**src/logic/ssp_params.svh**
```systemverilog
// Register map, field positions, reset values and timing counts
`ifndef SSP_PARAMS_SVH
`define SSP_PARAMS_SVH
`define SSP_AW 12
`define SSP_OFF_CTL 12'h000
`define SSP_OFF_STAT 12'h004
`define SSP_OFF_BUF 12'h008
`define SSP_CTL_WRITE_COLLISION_FLAG 7
`define SSP_CTL_OV 6
`define SSP_CTL_EN 5
`define SSP_CTL_CKP 4
`define SSP_CTL_MODE 3:0
`define SSP_STAT_SMP 7
`define SSP_STAT_CKE 6
`define SSP_STAT_BF 0
`define SSP_CTL_RST 8'h00
`define SSP_STAT_RST 8'h00
`define SSP_MODE_M4 4'h0
`define SSP_MODE_M16 4'h1
`define SSP_MODE_M64 4'h2
`define SSP_MODE_MT2 4'h3
`define SSP_MODE_SSS 4'h4
`define SSP_MODE_SNS 4'h5
`define SSP_HALF_M4 6'h01
`define SSP_HALF_M16 6'h07
`define SSP_HALF_M64 6'h1F
`define SSP_TICKS 5'h10
`define SSP_LAST_TICK_LEAD 5'h0F
`define SSP_LAST_TICK_TRAIL 5'h10
`define SSP_LAST_BIT 3'h7
`define SSP_SYNC_RST 3'h4
`define SSP_SDI_LAT 4
`endif

```
**src/logic/ssp_pkg.sv**
```systemverilog
// Shared types of the serial port
package ssp_pkg;
   typedef logic [31:0] ssp_word_t;
   typedef logic [7:0] ssp_byte_t;
   typedef enum logic [2:0]
   {
      ST_IDLE = 3'b001,
      ST_WAIT = 3'b010,
      ST_SHIFT = 3'b100
   } ssp_state_t;
endpackage : ssp_pkg

```
**src/logic/ssp_sync3.sv**
```systemverilog
// Three-stage input synchroniser with agreement filter
`timescale 1ns/1ps
`default_nettype none
module ssp_sync3
#(
   parameter int W = 1,
   parameter logic [W-1:0] RST_VAL = '0
)
(
   input wire logic clk,
   input wire logic rst,
   input wire logic [W-1:0] d,
   output logic [W-1:0] q
);
   import ssp_pkg::*;
   logic [W-1:0] s1_r, s2_r, s3_r, q_r, q_nxt;

   if (W < 1)
   begin : g_chk
      $error("W must be at least 1");
   end

   always_comb
   begin
      q_nxt = (~(s2_r ^ s3_r) & s3_r) | ((s2_r ^ s3_r) & q_r);
   end

   always_ff @(posedge clk)
   begin
      if (rst)
      begin
         s1_r <= RST_VAL;
         s2_r <= RST_VAL;
         s3_r <= RST_VAL;
         q_r <= RST_VAL;
      end
      else
      begin
         s1_r <= d;
         s2_r <= s1_r;
         s3_r <= s2_r;
         q_r <= q_nxt;
      end
   end

   assign q = q_r;
endmodule : ssp_sync3
`default_nettype wire

```
**src/logic/ssp_skid2.sv**
```systemverilog
// Two-entry buffer with valid and ready on both sides
`timescale 1ns/1ps
`default_nettype none
module ssp_skid2
#(
   parameter int W = 8
)
(
   input wire logic clk,
   input wire logic rst,
   input wire logic in_valid,
   output logic in_ready,
   input wire logic [W-1:0] in_data,
   output logic out_valid,
   input wire logic out_ready,
   output logic [W-1:0] out_data
);
   import ssp_pkg::*;
   localparam logic [1:0] FULL = 2'h2;
   logic [W-1:0] mem_r [2];
   logic [W-1:0] mem_nxt [2];
   logic wp_r, wp_nxt, rp_r, rp_nxt, push, pop;
   logic [1:0] cnt_r, cnt_nxt;

   if (W < 1)
   begin : g_chk
      $error("W must be at least 1");
   end

   always_comb
   begin
      push = in_valid && (cnt_r != FULL);
      pop = out_ready && (cnt_r != 2'h0);
      mem_nxt = mem_r;
      wp_nxt = wp_r;
      rp_nxt = rp_r;
      if (push)
      begin
         mem_nxt[wp_r] = in_data;
         wp_nxt = !wp_r;
      end
      if (pop)
         rp_nxt = !rp_r;
      cnt_nxt = cnt_r + {1'b0, push} - {1'b0, pop};
   end

   always_ff @(posedge clk)
   begin
      mem_r <= mem_nxt;
      if (rst)
      begin
         wp_r <= 1'b0;
         rp_r <= 1'b0;
         cnt_r <= 2'h0;
      end
      else
      begin
         wp_r <= wp_nxt;
         rp_r <= rp_nxt;
         cnt_r <= cnt_nxt;
      end
   end

   assign in_ready = (cnt_r != FULL);
   assign out_valid = (cnt_r != 2'h0);
   assign out_data = mem_r[rp_r];
endmodule : ssp_skid2
`default_nettype wire

```
**src/logic/ssp_spi.sv**
```systemverilog
// SPI-mode synchronous serial port with APB register access
`timescale 1ns/1ps
`default_nettype none
`include "ssp_params.svh"
// What this block does
// - Buffer write while a word shifts sets the collision flag until software clears it
// - Slave byte completing while buffer unread sets overflow and the new byte is dropped
// - Overflow flag is set only in slave operation
// - Master transfer starts only on a software write to the buffer
// - Port enable gives the clock, data-out and data-in pins to the port
// - Idle polarity bit sets the resting serial clock level
// - Modes 0 to 2 divide the clock by 4, 16, 64; mode 3 uses timer ticks
// - Mode 4 is slave clocked by the pin with slave select active
// - Mode 5 is slave clocked by the pin, slave select ignored
// - Master samples input at end of output time if phase bit set, else middle
// - Clock edge bit picks the edge where data is stable, mirrored by polarity
// - Buffer-full reads one when a received byte waits, zero when empty
// - Reading the buffer clears buffer-full
// - After eight bits the byte loads, buffer-full sets and the port flag pulses
// - Shifting is most significant bit first
// - Slave select high holds a mode 4 slave in reset, clears bit count, releases data-out
module ssp_spi
#(
   parameter int DATA_W = 8
)
(
   input wire logic clk,
   input wire logic rst,
   input wire logic psel,
   input wire logic penable,
   input wire logic pwrite,
   input wire logic [`SSP_AW-1:0] paddr,
   input wire ssp_pkg::ssp_word_t pwdata,
   output logic pready,
   output ssp_pkg::ssp_word_t prdata,
   output logic pslverr,
   input wire logic sck_in,
   output logic sck_out,
   output logic sck_oe,
   input wire logic sdi_in,
   output logic sdo_out,
   output logic sdo_oe,
   input wire logic ss_n_in,
   input wire logic timer_two_tick,
   output logic port_pins_owned,
   output logic port_interrupt_flag
);
   import ssp_pkg::*;

   if (DATA_W != 8)
   begin : g_chk
      $error("DATA_W must be 8");
   end

   logic [7:0] ctl_r, ctl_nxt, xbuf_r, xbuf_nxt, shreg_r, shreg_nxt, stat_rd;
   logic smp_r, smp_nxt, cke_r, cke_nxt, bf_r, bf_nxt;
   logic sck_r, sck_nxt, sdo_r, sdo_nxt, sck_oe_r, sck_oe_nxt, sdo_oe_r, sdo_oe_nxt;
   logic own_r, own_nxt, irq_r, irq_nxt, sck_q_r, sck_q_nxt;
   ssp_state_t state_r, state_nxt;
   logic [4:0] tick_cnt_r, tick_cnt_nxt, last_tick;
   logic [5:0] div_r, div_nxt, half;
   logic [2:0] bitcnt_r, bitcnt_nxt, pins_s;
   logic pready_r, pready_nxt, pslverr_r, pslverr_nxt;
   ssp_word_t prdata_r, prdata_nxt;
   logic sck_s, sdi_s, ssn_s, in_valid, in_ready, out_valid, out_ready;
   logic [7:0] in_data, out_data;
   logic en, clock_idle_polarity, master, slave, ss_hold, busy, tick, sedge, lead, stable;
   logic setup, acc, wr_ctl, wr_stat, wr_buf, rd_buf, mapped;
   logic [`SSP_SDI_LAT-1:0] msh_r, msh_nxt, mov_r, mov_nxt, mdone_r, mdone_nxt;
   logic [7:0] mrx_r, mrx_nxt;
   localparam logic [7:0] STAT_RST = `SSP_STAT_RST;

   function automatic logic mode_master(input logic [3:0] m);
      mode_master = (m <= `SSP_MODE_MT2);
   endfunction : mode_master

   function automatic logic addr_is(input logic [`SSP_AW-1:0] a,
                                    input logic [`SSP_AW-1:0] off);
      addr_is = (a == off);
   endfunction : addr_is

   ssp_sync3 #(.W(3), .RST_VAL(`SSP_SYNC_RST)) u_sync
   (
      .clk(clk),
      .rst(rst),
      .d({ss_n_in, sdi_in, sck_in}),
      .q(pins_s)
   );

   ssp_skid2 #(.W(DATA_W)) u_rxbuf
   (
      .clk(clk),
      .rst(rst),
      .in_valid(in_valid),
      .in_ready(in_ready),
      .in_data(in_data),
      .out_valid(out_valid),
      .out_ready(out_ready),
      .out_data(out_data)
   );

   assign {ssn_s, sdi_s, sck_s} = pins_s;
   assign en = ctl_r[`SSP_CTL_EN];
   assign clock_idle_polarity = ctl_r[`SSP_CTL_CKP];
   assign master = en && mode_master(ctl_r[`SSP_CTL_MODE]);
   assign slave = en && (ctl_r[`SSP_CTL_MODE] == `SSP_MODE_SSS ||
                         ctl_r[`SSP_CTL_MODE] == `SSP_MODE_SNS);
   // Only mode 4 listens to slave select
   assign ss_hold = slave && ctl_r[`SSP_CTL_MODE] == `SSP_MODE_SSS && ssn_s;
   assign busy = master ? (state_r != ST_IDLE || mdone_r != '0) : (bitcnt_r != 3'h0);

   assign setup = psel && !penable;
   assign acc = psel && penable && pready_r;
   assign mapped = addr_is(paddr, `SSP_OFF_CTL) || addr_is(paddr, `SSP_OFF_STAT) ||
                   addr_is(paddr, `SSP_OFF_BUF);
   assign wr_ctl = acc && pwrite && addr_is(paddr, `SSP_OFF_CTL);
   assign wr_stat = acc && pwrite && addr_is(paddr, `SSP_OFF_STAT);
   assign wr_buf = acc && pwrite && addr_is(paddr, `SSP_OFF_BUF);
   assign rd_buf = acc && !pwrite && addr_is(paddr, `SSP_OFF_BUF);
   // Hold the receive buffer while software reads it
   assign out_ready = !(psel && !pwrite && addr_is(paddr, `SSP_OFF_BUF));

   // Bit clock source per mode
   always_comb
   begin
      case (ctl_r[`SSP_CTL_MODE])
         `SSP_MODE_M16: half = `SSP_HALF_M16;
         `SSP_MODE_M64: half = `SSP_HALF_M64;
         default: half = `SSP_HALF_M4;
      endcase
   end

   assign tick = (state_r == ST_SHIFT) && ((ctl_r[`SSP_CTL_MODE] == `SSP_MODE_MT2) ?
                 timer_two_tick : (div_r == half));
   assign sedge = sck_s != sck_q_r;
   assign lead = master ? (sck_r == clock_idle_polarity) : (sck_s != clock_idle_polarity);
   assign stable = cke_r ? lead : !lead;
   assign last_tick = cke_r ? `SSP_LAST_TICK_LEAD : `SSP_LAST_TICK_TRAIL;

   always_comb
   begin
      stat_rd = `SSP_STAT_RST;
      stat_rd[`SSP_STAT_SMP] = smp_r;
      stat_rd[`SSP_STAT_CKE] = cke_r;
      stat_rd[`SSP_STAT_BF] = bf_r;
   end

   // Core next state
   always_comb
   begin
      ctl_nxt = ctl_r;
      smp_nxt = smp_r;
      cke_nxt = cke_r;
      bf_nxt = bf_r;
      xbuf_nxt = xbuf_r;
      shreg_nxt = shreg_r;
      sck_nxt = sck_r;
      sdo_nxt = sdo_r;
      state_nxt = state_r;
      tick_cnt_nxt = tick_cnt_r;
      bitcnt_nxt = bitcnt_r;
      irq_nxt = 1'b0;
      in_valid = 1'b0;
      in_data = shreg_r;
      sck_q_nxt = sck_s;
      mrx_nxt = mrx_r;
      msh_nxt = '0;
      mov_nxt = '0;
      mdone_nxt = '0;
      if (master)
      begin
         msh_nxt = {msh_r[`SSP_SDI_LAT-2:0], 1'b0};
         mov_nxt = {mov_r[`SSP_SDI_LAT-2:0], 1'b0};
         mdone_nxt = {mdone_r[`SSP_SDI_LAT-2:0], 1'b0};
      end
      div_nxt = (tick || state_r != ST_SHIFT) ? 6'h00 : div_r + 6'h01;
      if (wr_ctl)
         ctl_nxt = pwdata[7:0];
      if (wr_stat)
      begin
         smp_nxt = pwdata[`SSP_STAT_SMP];
         cke_nxt = pwdata[`SSP_STAT_CKE];
      end
      if (rd_buf)
         bf_nxt = 1'b0;
      if (wr_buf)
      begin
         if (busy)
            ctl_nxt[`SSP_CTL_WRITE_COLLISION_FLAG] = 1'b1;
         else
         begin
            shreg_nxt = pwdata[7:0];
            sdo_nxt = pwdata[7];
            if (master)
               state_nxt = ST_WAIT;
         end
      end
      case (state_r)
         ST_IDLE:
            tick_cnt_nxt = 5'h00;
         ST_WAIT:
            if (in_ready)
               state_nxt = ST_SHIFT;
         ST_SHIFT:
            if (tick)
            begin
               if (tick_cnt_r < `SSP_TICKS)
                  sck_nxt = !sck_r;
               tick_cnt_nxt = tick_cnt_r + 5'h01;
               if (stable)
               begin
                  shreg_nxt = {shreg_r[6:0], sdi_s};
                  msh_nxt[0] = 1'b1;
               end
               else
               begin
                  sdo_nxt = shreg_r[7];
                  if (smp_r && tick_cnt_r != 5'h00)
                     mov_nxt[0] = 1'b1;
               end
               if (tick_cnt_r == last_tick)
               begin
                  mdone_nxt[0] = 1'b1;
                  state_nxt = ST_IDLE;
               end
            end
         default:
            state_nxt = ST_IDLE;
      endcase
      // Input reaches us through the synchroniser, so master capture lags the clock edge
      if (msh_r[`SSP_SDI_LAT-1])
         mrx_nxt = {mrx_r[6:0], sdi_s};
      if (mov_r[`SSP_SDI_LAT-1])
         mrx_nxt[0] = sdi_s;
      if (mdone_r[`SSP_SDI_LAT-1] && master)
      begin
         in_valid = 1'b1;
         in_data = mrx_nxt;
      end
      if (slave && !ss_hold && sedge)
      begin
         if (stable)
         begin
            shreg_nxt = {shreg_r[6:0], sdi_s};
            bitcnt_nxt = bitcnt_r + 3'h1;
            if (bitcnt_r == `SSP_LAST_BIT)
            begin
               if (in_ready)
               begin
                  in_valid = 1'b1;
                  in_data = shreg_nxt;
               end
               else
                  ctl_nxt[`SSP_CTL_OV] = 1'b1;
            end
         end
         else
            sdo_nxt = shreg_r[7];
      end
      if (out_valid && out_ready)
      begin
         if (bf_r && slave)
            ctl_nxt[`SSP_CTL_OV] = 1'b1;
         else
         begin
            xbuf_nxt = out_data;
            bf_nxt = 1'b1;
            irq_nxt = 1'b1;
         end
      end
      if (!en || !master)
         state_nxt = ST_IDLE;
      if (!slave || ss_hold)
         bitcnt_nxt = 3'h0;
      if (state_r != ST_SHIFT)
         sck_nxt = clock_idle_polarity;
      own_nxt = en;
      sck_oe_nxt = master;
      sdo_oe_nxt = (master || slave) && !ss_hold;
   end

   always_ff @(posedge clk)
   begin
      if (rst)
      begin
         ctl_r <= `SSP_CTL_RST;
         smp_r <= STAT_RST[`SSP_STAT_SMP];
         cke_r <= STAT_RST[`SSP_STAT_CKE];
         bf_r <= 1'b0;
         xbuf_r <= 8'h00;
         shreg_r <= 8'h00;
         sck_r <= 1'b0;
         sdo_r <= 1'b0;
         sck_oe_r <= 1'b0;
         sdo_oe_r <= 1'b0;
         own_r <= 1'b0;
         irq_r <= 1'b0;
         sck_q_r <= 1'b0;
         state_r <= ST_IDLE;
         tick_cnt_r <= 5'h00;
         div_r <= 6'h00;
         bitcnt_r <= 3'h0;
         mrx_r <= 8'h00;
         msh_r <= '0;
         mov_r <= '0;
         mdone_r <= '0;
      end
      else
      begin
         ctl_r <= ctl_nxt;
         smp_r <= smp_nxt;
         cke_r <= cke_nxt;
         bf_r <= bf_nxt;
         xbuf_r <= xbuf_nxt;
         shreg_r <= shreg_nxt;
         sck_r <= sck_nxt;
         sdo_r <= sdo_nxt;
         sck_oe_r <= sck_oe_nxt;
         sdo_oe_r <= sdo_oe_nxt;
         own_r <= own_nxt;
         irq_r <= irq_nxt;
         sck_q_r <= sck_q_nxt;
         state_r <= state_nxt;
         tick_cnt_r <= tick_cnt_nxt;
         div_r <= div_nxt;
         bitcnt_r <= bitcnt_nxt;
         mrx_r <= mrx_nxt;
         msh_r <= msh_nxt;
         mov_r <= mov_nxt;
         mdone_r <= mdone_nxt;
      end
   end

   // APB answer: one access cycle, data captured in setup
   always_comb
   begin
      pready_nxt = setup;
      pslverr_nxt = setup && !mapped;
      prdata_nxt = '0;
      if (setup && !pwrite)
      begin
         if (addr_is(paddr, `SSP_OFF_CTL))
            prdata_nxt[7:0] = ctl_r;
         else if (addr_is(paddr, `SSP_OFF_STAT))
            prdata_nxt[7:0] = stat_rd;
         else if (addr_is(paddr, `SSP_OFF_BUF))
            prdata_nxt[7:0] = xbuf_r;
      end
   end

   always_ff @(posedge clk)
   begin
      if (rst)
      begin
         pready_r <= 1'b0;
         pslverr_r <= 1'b0;
         prdata_r <= '0;
      end
      else
      begin
         pready_r <= pready_nxt;
         pslverr_r <= pslverr_nxt;
         prdata_r <= prdata_nxt;
      end
   end

   assign pready = pready_r;
   assign pslverr = pslverr_r;
   assign prdata = prdata_r;
   assign sck_out = sck_r;
   assign sck_oe = sck_oe_r;
   assign sdo_out = sdo_r;
   assign sdo_oe = sdo_oe_r;
   assign port_pins_owned = own_r;
   assign port_interrupt_flag = irq_r;
endmodule : ssp_spi
`default_nettype wire

```
**config.mk**
```make
export PLATFORM = sky130hd
export DESIGN_NAME = ssp_spi
export DESIGN_NICKNAME = d
export VERILOG_FILES = /design/src/logic/ssp_pkg.sv /design/src/logic/ssp_sync3.sv /design/src/logic/ssp_skid2.sv /design/src/logic/ssp_spi.sv
export VERILOG_INCLUDE_DIRS = /design/src /design/src/logic
export SDC_FILE = /design/constraint.sdc
export NUM_CORES = 1
export LEC_CHECK = 0
export BUFFER_PORTS_ARGS = -buffer_cell sky130_fd_sc_hd__buf_4
export CAP_MARGIN = 20
export CORE_MARGIN = 1.5
export CORE_UTILIZATION = 38
export CTS_CLUSTER_SIZE = 28
export DETAILED_ROUTE_END_ITERATION = 16
export SYNTH_ARGS = -nofsm -noshare
export SYNTH_HDL_FRONTEND = slang
export SYNTH_SLANG_ARGS = --single-unit
```
**constraint.sdc**
```tcl
create_clock -name clk -period 3.25 [get_ports clk]
set_clock_uncertainty 0.1 [all_clocks]
set_input_delay 0.65 -clock clk [delete_from_list [all_inputs] [get_ports clk]]
set_output_delay 0.65 -clock clk [all_outputs]
set_load 0.05 [all_outputs]
```
==> Word level (Yosys, flattened, before mapping) <==
Index checks and enable logic that the tools add are counted.
{ "totals": {"out_inout_bits": 40, "in_bits": 53, "register_bits": 137, "elab_cells": 222} }
{ "op_classes": {"reduce_logical": 66, "n_addsub": 5, "n_eq_ne": 20, "n_bitwise": 11, "magnitude_cmp": 5, "muxes": 77} }
{ "ops": {"columns": ["cell", "n"], "rows": [
  ["$mux W8", 21],
  ["$mux W1", 43],
  ["$logic_and A1 B1 Y1", 27],
  ["$pmux W5 S2", 2],
  ["$mux W3", 6],
  ["$bwmux W16", 1],
  ["$eq A12 B3 Y1 const B", 1],
  ["$eq A12 B4 Y1 const B", 1],
  ["$logic_not A1 Y1", 12],
  ["$logic_not A12 Y1", 1],
  ["$reduce_or A2 Y1", 6],
  ["$mux W5", 2],
  ["$reduce_bool A2 Y1", 5],
  ["$pmux W3 S3", 1],
  ["$demux W8 S1", 1],
  ["$eq A4 B2 Y1 const B", 2],
  ["$eq A4 B3 Y1 const B", 2],
  ["$logic_or A1 B1 Y1", 8],
  ["$add A6 B1 Y6 const B", 1],
  ["$and A3 B3 Y3", 2],
  ["$eq A3 B3 Y1 const B", 2],
  ["$eq A6 B6 Y1", 1],
  ["$reduce_and A2 Y1", 3],
  ["$add A5 B1 Y5 const B", 1],
  ["25 further kinds", 32]
]} }

==> Logic depth before layout (Yosys ltp) <==
Gate-level depths: netlist (run 1).
{ "logic_depth": {"ltp_word": 12, "ltp_mapped": 12, "depth_no_buf": 10} }

==> By module <==
From an unflattened synthesis (run 1), not the netlist that was laid out.
{ "hier_totals": {"hier_cells": 510, "hier_area_um2": 5066.1} }
{ "modules_own_cells": {"columns": ["mod", "cells_each", "area_each_um2", "seq_area_each_um2", "instances"], "rows": [
  ["ssp_spi", 429, 3905.0, 1621.6, 1],
  ["ssp_skid2", 50, 808.3, 560.5, 1],
  ["ssp_sync3", 31, 352.8, 240.2, 1]
]} }

==> Least setup slack after synthesis (run 1) <==
Ideal clock, no wire load.
{ "synth_timing": {"path_kind": "reg2reg", "from": "register cke_r", "to": "register u_rxbuf.cnt_r[1]", "t_required_ns": 3.022, "synth_period_minus_slack_ns": 2.819, "n_path_buf": 1, "setup_ns": 0.128, "path_stages_with_launch": 12, "path_slack_ns": 0.431, "arrival_time_ns": 2.591, "cell_sequence": "dfxtp_1 xor3_1 a2111oi_4 and3_1 buf_4 a31oi_2 ha_1 inv_1 ha_1 xor2_1 xnor2_1 nor2_1"} }
{ "synth_between": {"elab_chain_len": 6} }
{ "synth_lines": {"columns": ["element", "line_no", "rtl"], "rows": [
  ["from (decl)", "ssp_spi.sv:56", "logic smp_r, smp_nxt, cke_r, cke_nxt, bf_r, bf_nxt;"],
  ["from (signal assigned)", "ssp_spi.sv:288", "cke_r <= STAT_RST[`SSP_STAT_CKE];"],
  ["from (signal assigned)", "ssp_spi.sv:312", "cke_r <= cke_nxt;"],
  ["$mux W1", "ssp_spi.sv:137", "assign stable = cke_r ? lead : !lead;"],
  ["$mux W1", "ssp_spi.sv:242", "if (stable)"],
  ["$mux W1", "ssp_spi.sv:240", "if (slave && !ss_hold && sedge)"],
  ["$logic_and A1 B1 Y1", "ssp_skid2.sv:32", "push = in_valid && (cnt_r != FULL);"],
  ["$add A2 B1 Y2", "ssp_skid2.sv:44", "cnt_nxt = cnt_r + {1'b0, push} - {1'b0, pop};"],
  ["$sub A2 B1 Y2", "ssp_skid2.sv:44", null],
  ["to (signal assigned)", "ssp_skid2.sv:60", "cnt_r <= cnt_nxt;"],
  ["to (decl)", "ssp_skid2.sv:23", "logic [1:0] cnt_r, cnt_nxt;"]
]} }
No other way between the ends.
A chain may end at the register's enable or synchronous reset.

==> Worst setup path in the final report (run 1) <==
Ends and elaborated chain as after synthesis.

==> metrics, run 1 <==
status finished, final reports clean; Syn Inst Count between 500 and 600; register area approximately 2400 sq um; clock power share 0.511; Hold WC Path Type flop to flop; via count between 3k and 4k; Clock Latency Late Sink 0.41 ns; IO Port Bufs 44; die footprint approximately 14000 sq um; Final min period about 2.8 ns; Die Y approximately 120 um; initial core utilization 0.392; # rows between 40 and 50; Buf+Inv Stages, Crit Path 1; final antenna diode count 0; final instance area ~6100 sq um; drt pass-1 iters 5; wire length of the first global-routing pass between 15000 and 20000 um; Area after DPL between 5000 and 6000 sq um; Leak ~2.4 nW; Worst Path Required around 3.4 ns; nets approximately 630; Peak VDD IR 363 uV; setup tns final 0 ns; Tcrit/Tclk final 0.868; post-synthesis cell type count between 50 and 60; Post-CTS Setup Bufs 0; hold_buf cts 0; Critical Path AT between 2 and 3 ns; worst-path cell chain xor3_1 > a2111oi_4 > and3_1 > a31oi_2 > ha_1 > inv_1 > ha_1 > xor2_1 > xnor2_1 > nor2_1; largest net degree at the start of global routing 62; critical path type flop to flop; H-tree depth 4; Fillers roughly 1.2k; PostCTS Resize Cnt 0; DR DRC count 0; wire per inst ~14 um; yosys warns 0; wirelength, routed 10900 um; slowest CP cell xor3_1; P_int about 0.003 W; Crit path largest cell delay approximately 0.53 ns; initial antenna violation count 0; crit-path most repeated cell ha_1; HP Start u_sync.s1_r[2]; I/O pin count 93; Worst-Margin Slew between 0.6 and 0.7 ns; vias per cell about 5.0; count of non-filler cells in the finished layout ~760; Post-synth ARST share 0; Clock Sinks around 110; Final Hold Viols 0; unrepaired setup endpoints after global routing false; CTS buffer count 17; DP HPWL a little under 8000 um; #FFs+latches synth around 110; Pwr Density about 670 nW/um^2; met3 usage 0.0413; DRT iter0 DRCs 219; core outline area 12700 sq um; Gate power share 0.104; post-placement cell count a little over 700; worst hold slack 0.311 ns; vias in the first global route approximately 3.5k; WHS Path Cells 1; R2R Path Start cke_r; Detail Route Antenna Nets 0; R2R Setup Slk 0.43 ns; average instance area after synthesis around 9.5 sq um; proportion of layout cells with a drive suffix above 1 0.169; layer with the highest usage met2; worst reg-to-reg path cell count 10; Seq pwr share 0.385; RR Endpoint u_rxbuf.cnt_r[1]; sequential share of the synthesized area 0.488; Slew Viols, Final 0; Psw roughly 0.001 W; TritonCTS clock tree built; die span in x approximately 120 um; overall power 0.00404 W; slew margin rel. 0.564; Post-synth EDFFs 16; Area Overhead vs Synth 21.8%; Multi-input gate area between 2000 and 2500 sq um; Crit Path Max Fanout 7; maxcap violations 0; top achievable clock speed approximately 350 MHz; ys flop type dfxtp_1; Max clock buf depth 2; sw frac 0.242; gp weighted congestion approximately 0.79; Cell Area, Synth between 4000 and 5000 sq um; Clock Pin Slew Worst Setup and Hold Paths about 0.050 ns; setup violators final 0; Clock Tree Root clkbuf_16; crit path capture type flop; global route total overflow 0; GR met2 Demand/Resource 0.254; met1 GRT Util 0.207; Top Family by Delay on Critical Path XOR/XNOR gates; Critical Path Start Type flop; WHS Endpoint u_sync.s2_r[2]; Tot GR Track Use 0.162
## area by class of cell
cell class,instances,share of cell area
well taps,172,0.0356
flip-flops and latches,113,0.400
multi-input cells,372,0.378
clock buffers,20,0.0754
repair buffers,55,0.0682
clock inverters,12,0.0337
inverters,14,0.00868
## worst register-to-register path, cell delays in order, from the launching register on
cell	delay, ns
dfxtp_1	0.47
xor3_1	0.53
a2111oi_4	0.38
and3_1	0.24
a31oi_2	0.08
ha_1	0.33
inv_1	0.06
ha_1	0.14
xor2_1	0.17
xnor2_1	0.13
nor2_1	0.05
## kinds of logic after synthesis
group / after synthesis / share of synthesized area
mux: 40 / 0.0811
buf+inv: 62 / 0.0690
xor+xnor: 12 / 0.0242
other cells: 1 / 0.000755
compound gates: 102 / 0.126
fa+ha+maj: 8 / 0.0201
flops: 113 / 0.488
simple gates: 186 / 0.192
## worst max path at each step
| stage | from | end | slack, ns | depth (start not counted) |
|---|---|---|---|---|
| after floorplan | cke_r | u_rxbuf.cnt_r[1] | 0.43 | 11 |
| after global placement | paddr[1] | u_rxbuf.cnt_r[1] | 0.46 | 11 |
| after detailed placement | cke_r | u_rxbuf.cnt_r[1] | 0.44 | 10 |
| after CTS | ctl_r[5] | u_rxbuf.cnt_r[1] | 0.42 | 10 |
| after global routing | cke_r | u_rxbuf.cnt_r[1] | 0.26 | 10 |
| final | cke_r | u_rxbuf.cnt_r[1] | 0.43 | 10 |
## power groups by stage
stage                     sequential (W)  clock, W  combinational [W]
after floorplan                  0.00156         0           0.000342
after global placement           0.00158         0           0.000416
after detailed placement         0.00159         0           0.000422
after CTS                        0.00156   0.00209           0.000424
after global routing             0.00156   0.00216           0.000464
final                            0.00156   0.00206           0.000418
## synth_stat cells, drive strengths merged (6+ instances only)
master / number / area share
buf: 34 / 0.048
o21ai: 25 / 0.025
a211oi: 18 / 0.027
nand3: 8 / 0.0091
nor4: 7 / 0.0088
nor3: 8 / 0.0091
nor2b: 20 / 0.026
nand2: 32 / 0.024
mux2i: 38 / 0.077
and3: 12 / 0.015
edfxtp: 16 / 0.097
or2: 6 / 0.0076
a21oi: 42 / 0.042
nor2: 66 / 0.050
ha: 8 / 0.020
xnor2: 6 / 0.011
inv: 14 / 0.011
dfxtp: 97 / 0.39
clkbuf: 14 / 0.011
## layout by cell type (no fill, tap or decap), types with 3 or more instances in the layout
cell         n
dfxtp_1     97
nor2_1      66
buf_4       55
a21oi_1     42
mux2i_1     38
nand2_1     32
o21ai_0     25
conb_1      24
nor2b_1     19
a211oi_1    18
clkbuf_16   17
edfxtp_1    16
inv_1       14
and3_1      12
ha_1         8
nor4_1       7
nand3_1      7
nor3_1       7
xnor2_1      6
nand3b_1     5
xor2_1       5
or2_2        5
bufinv_16    5
nor3b_1      4
or3_1        4
clkinvlp_4   4
a31oi_1      3
and2_1       3
o21a_1       3
## through the flow
stage	utilization	worst slack (ns)
6_report	0.478	0.429
5_1_grt	0.478	0.264
4_1_cts	0.478	0.424
3_5_place_dp	0.426	0.436
3_3_place_gp	0.426	0.459
2_1_floorplan	-	0.431
## per-layer routing
metal  routed length (um)  share of wire  vias up
met4                  286          0.026        0
li1                     -              -     1884
met1                 5060           0.47     1781
met5                    0              0        -
met3                  543          0.050       25
met2                 4970           0.46      113
## registers in the layout (all words and copies together), names as in the netlist, 4 cells and up, named ones only
register / cells
u_rxbuf.mem_r: 16
ctl_r: 8
mrx_r: 8
prdata: 8
shreg_r: 8
xbuf_r: 8
div_r: 6
tick_cnt_r: 5
mdone_r: 4
mov_r: 4
msh_r: 4
No activity file was read; power rests on OpenSTA's default activity.
==> run 2, diff against run 1 <==
--- a/config.mk
+++ b/config.mk
@@ -9,9 +9,10 @@
 export BUFFER_PORTS_ARGS = -buffer_cell sky130_fd_sc_hd__buf_4
 export CAP_MARGIN = 20
 export CORE_MARGIN = 1.5
-export CORE_UTILIZATION = 38
+export CORE_UTILIZATION = 55
 export CTS_CLUSTER_SIZE = 28
 export DETAILED_ROUTE_END_ITERATION = 16
+export PLACE_DENSITY = 0.79
 export SYNTH_ARGS = -nofsm -noshare
 export SYNTH_HDL_FRONTEND = slang
 export SYNTH_SLANG_ARGS = --single-unit
==> run 2 against run 1 <==
  * Cell area is 2.7% lower
  * Global-route usage grew 7.2 points
  * Critical path type unchanged
  * Setup slack got worse by 0.062 ns
  * Die area shrank 30%
==> metrics, run 2 (same netlist as run 1, synthesis figures left out) <==
Hold WC Path Type input port to flop; Detail Route Antenna Nets 0 (unchanged); Worst Path Required 3.53 ns (+0.11 ns); vias per cell 5.52 (+10%); proportion of layout cells with a drive suffix above 1 0.169 (-0.000288); initial antenna violation count 0 (unchanged); Worst-Margin Slew 0.646 ns (-0.00718 ns); IO Port Bufs 44 (unchanged); initial core utilization 0.570 (+0.178); Final Hold Viols 0 (unchanged); slew margin rel. 0.569 (+0.00479); die footprint 9610 sq um (-30%); Area Overhead vs Synth 18.5%; drt pass-1 iters 5 (unchanged); DR DRC count 0 (unchanged); setup tns final 0 ns (unchanged); Critical Path AT 3.16 ns (+0.17 ns); largest net degree at the start of global routing 62 (unchanged); final instance area 5890 sq um (-2.7%); global route total overflow 0 (unchanged); Critical Path Start Type flop; die span in x 98.0 um (-16%); nets 635 (+0.16%); Biggest register u_rxbuf.mem_r; wire per inst 15.8 um (+10%); setup violators final 0 (unchanged); via count 3839 (+0.95%); commonest non-fill, non-tap cell in the layout dfxtp_1; maxcap violations 0 (unchanged); Final min period 2.88 ns (+0.0617 ns); wire length of the first global-routing pass 17500 um (-0.28%); Clock Tree Root clkbuf_8; Slew Viols, Final 0 (unchanged); Post-CTS Setup Bufs 0 (unchanged); Die Y 98.0 um (-16%); Area after DPL 5310 sq um (-1.5%); # rows 34 (-17%); I/O pin count 93 (unchanged); Peak VDD IR 401 uV (+11%); PostCTS Resize Cnt 0 (unchanged); CTS buffer count 17 (unchanged); Leak 2.38 nW (-1.7%); top achievable clock speed 347 MHz (-2.1%); DRT iter0 DRCs 249 (+14%); max FFs per register 16 (unchanged); DP HPWL 7290 um (-5.3%); most frequent cells in the layout dfxtp_1, nor2_1, buf_4; Clock Sinks 113 (unchanged); Tot GR Track Use 0.234 (+0.0720); critical path type flop to flop; Tcrit/Tclk final 0.887 (+0.0190); hold_buf cts 0 (unchanged); Clock Pin Slew Worst Setup and Hold Paths 0.06 ns (about the same); Pwr Density 636 nW/um^2 (-4.6%); wirelength, routed 11000 um (+0.90%); gp weighted congestion 0.864 (+9.7%); crit path capture type flop; TritonCTS clock tree built; Max clock buf depth 2 (unchanged); final antenna diode count 0 (unchanged); H-tree depth 4 (unchanged); Clock Latency Late Sink 0.52 ns (+0.11 ns); status finished, final reports clean; core outline area 8720 sq um (-31%); vias in the first global route 3720 (+5.4%); unrepaired setup endpoints after global routing false; Crit Path Max Fanout 7 (unchanged)
[run 2: cell types whose count changed in the layout (fill, tap and decap cells not counted), sizes merged]
cell	before	now
clkinvlp	4	5
bufinv	5	2
buf	55	56
clkbuf	20	19
clkinv	1	4
[run 2: path summary, 6_finish.rpt]
kind / from / end / slack (ns) / depth (start not counted)
setup / recovery: cke_r / u_rxbuf.cnt_r[1] / 0.37 / 10
hold / removal: ss_n_in / u_sync.s1_r[2] / 0.22 / 2
setup reg to reg: cke_r / u_rxbuf.cnt_r[1] / 0.37 / 10
hold reg to reg: u_sync.s1_r[2] / u_sync.s2_r[2] / 0.31 / 1
[run 2: worst max-delay path, cell delays in order (launching register included)]
cell and delay [ns]:
dfxtp_1 0.49, xor3_1 0.53, a2111oi_4 0.39, and3_1 0.26, a31oi_2 0.09, ha_1 0.33
inv_1 0.06, ha_1 0.14, xor2_1 0.18, xnor2_1 0.13, nor2_1 0.05
[run 2: final cells by class]
class,instances,area [sq um]
clock inverters,13,138
flip-flops and latches,113,2420
well taps,108,135
clock buffers,19,432
fillers,673,2830
inverters,14,52.6
multi-input cells,372,2290
repair buffers,56,420
[run 2: power by group]
part / switching (W) / total, W / internal [W]
Combinational: 0.000261 / 0.000431 / 0.000170
Sequential: 0.0000729 / 0.00156 / 0.00149
Clock: 0.000651 / 0.00176 / 0.00111
[run 2: through the flow]
step / hold WS, ns / worst slack [ns] / std cells / util / power [W]
floorplan: 0.289 / 0.431 / 547 / - / 0.00190
global placement: 0.293 / 0.479 / 662 / 0.609 / 0.00198
detailed placement: 0.299 / 0.390 / 662 / 0.609 / 0.00199
CTS: 0.203 / 0.392 / 694 / 0.674 / 0.00375
global route: 0.203 / 0.263 / 695 / 0.675 / 0.00388
finish: 0.216 / 0.368 / 695 / 0.675 / 0.00375
[run 2: per-layer routing]
layer  part of all wire  up-vias  track usage
met5                  0        -            0
met4              0.017        0       0.0912
met3              0.047       21       0.0580
met2               0.50      130        0.395
met1               0.44     1799        0.287
li1                   -     1889            -
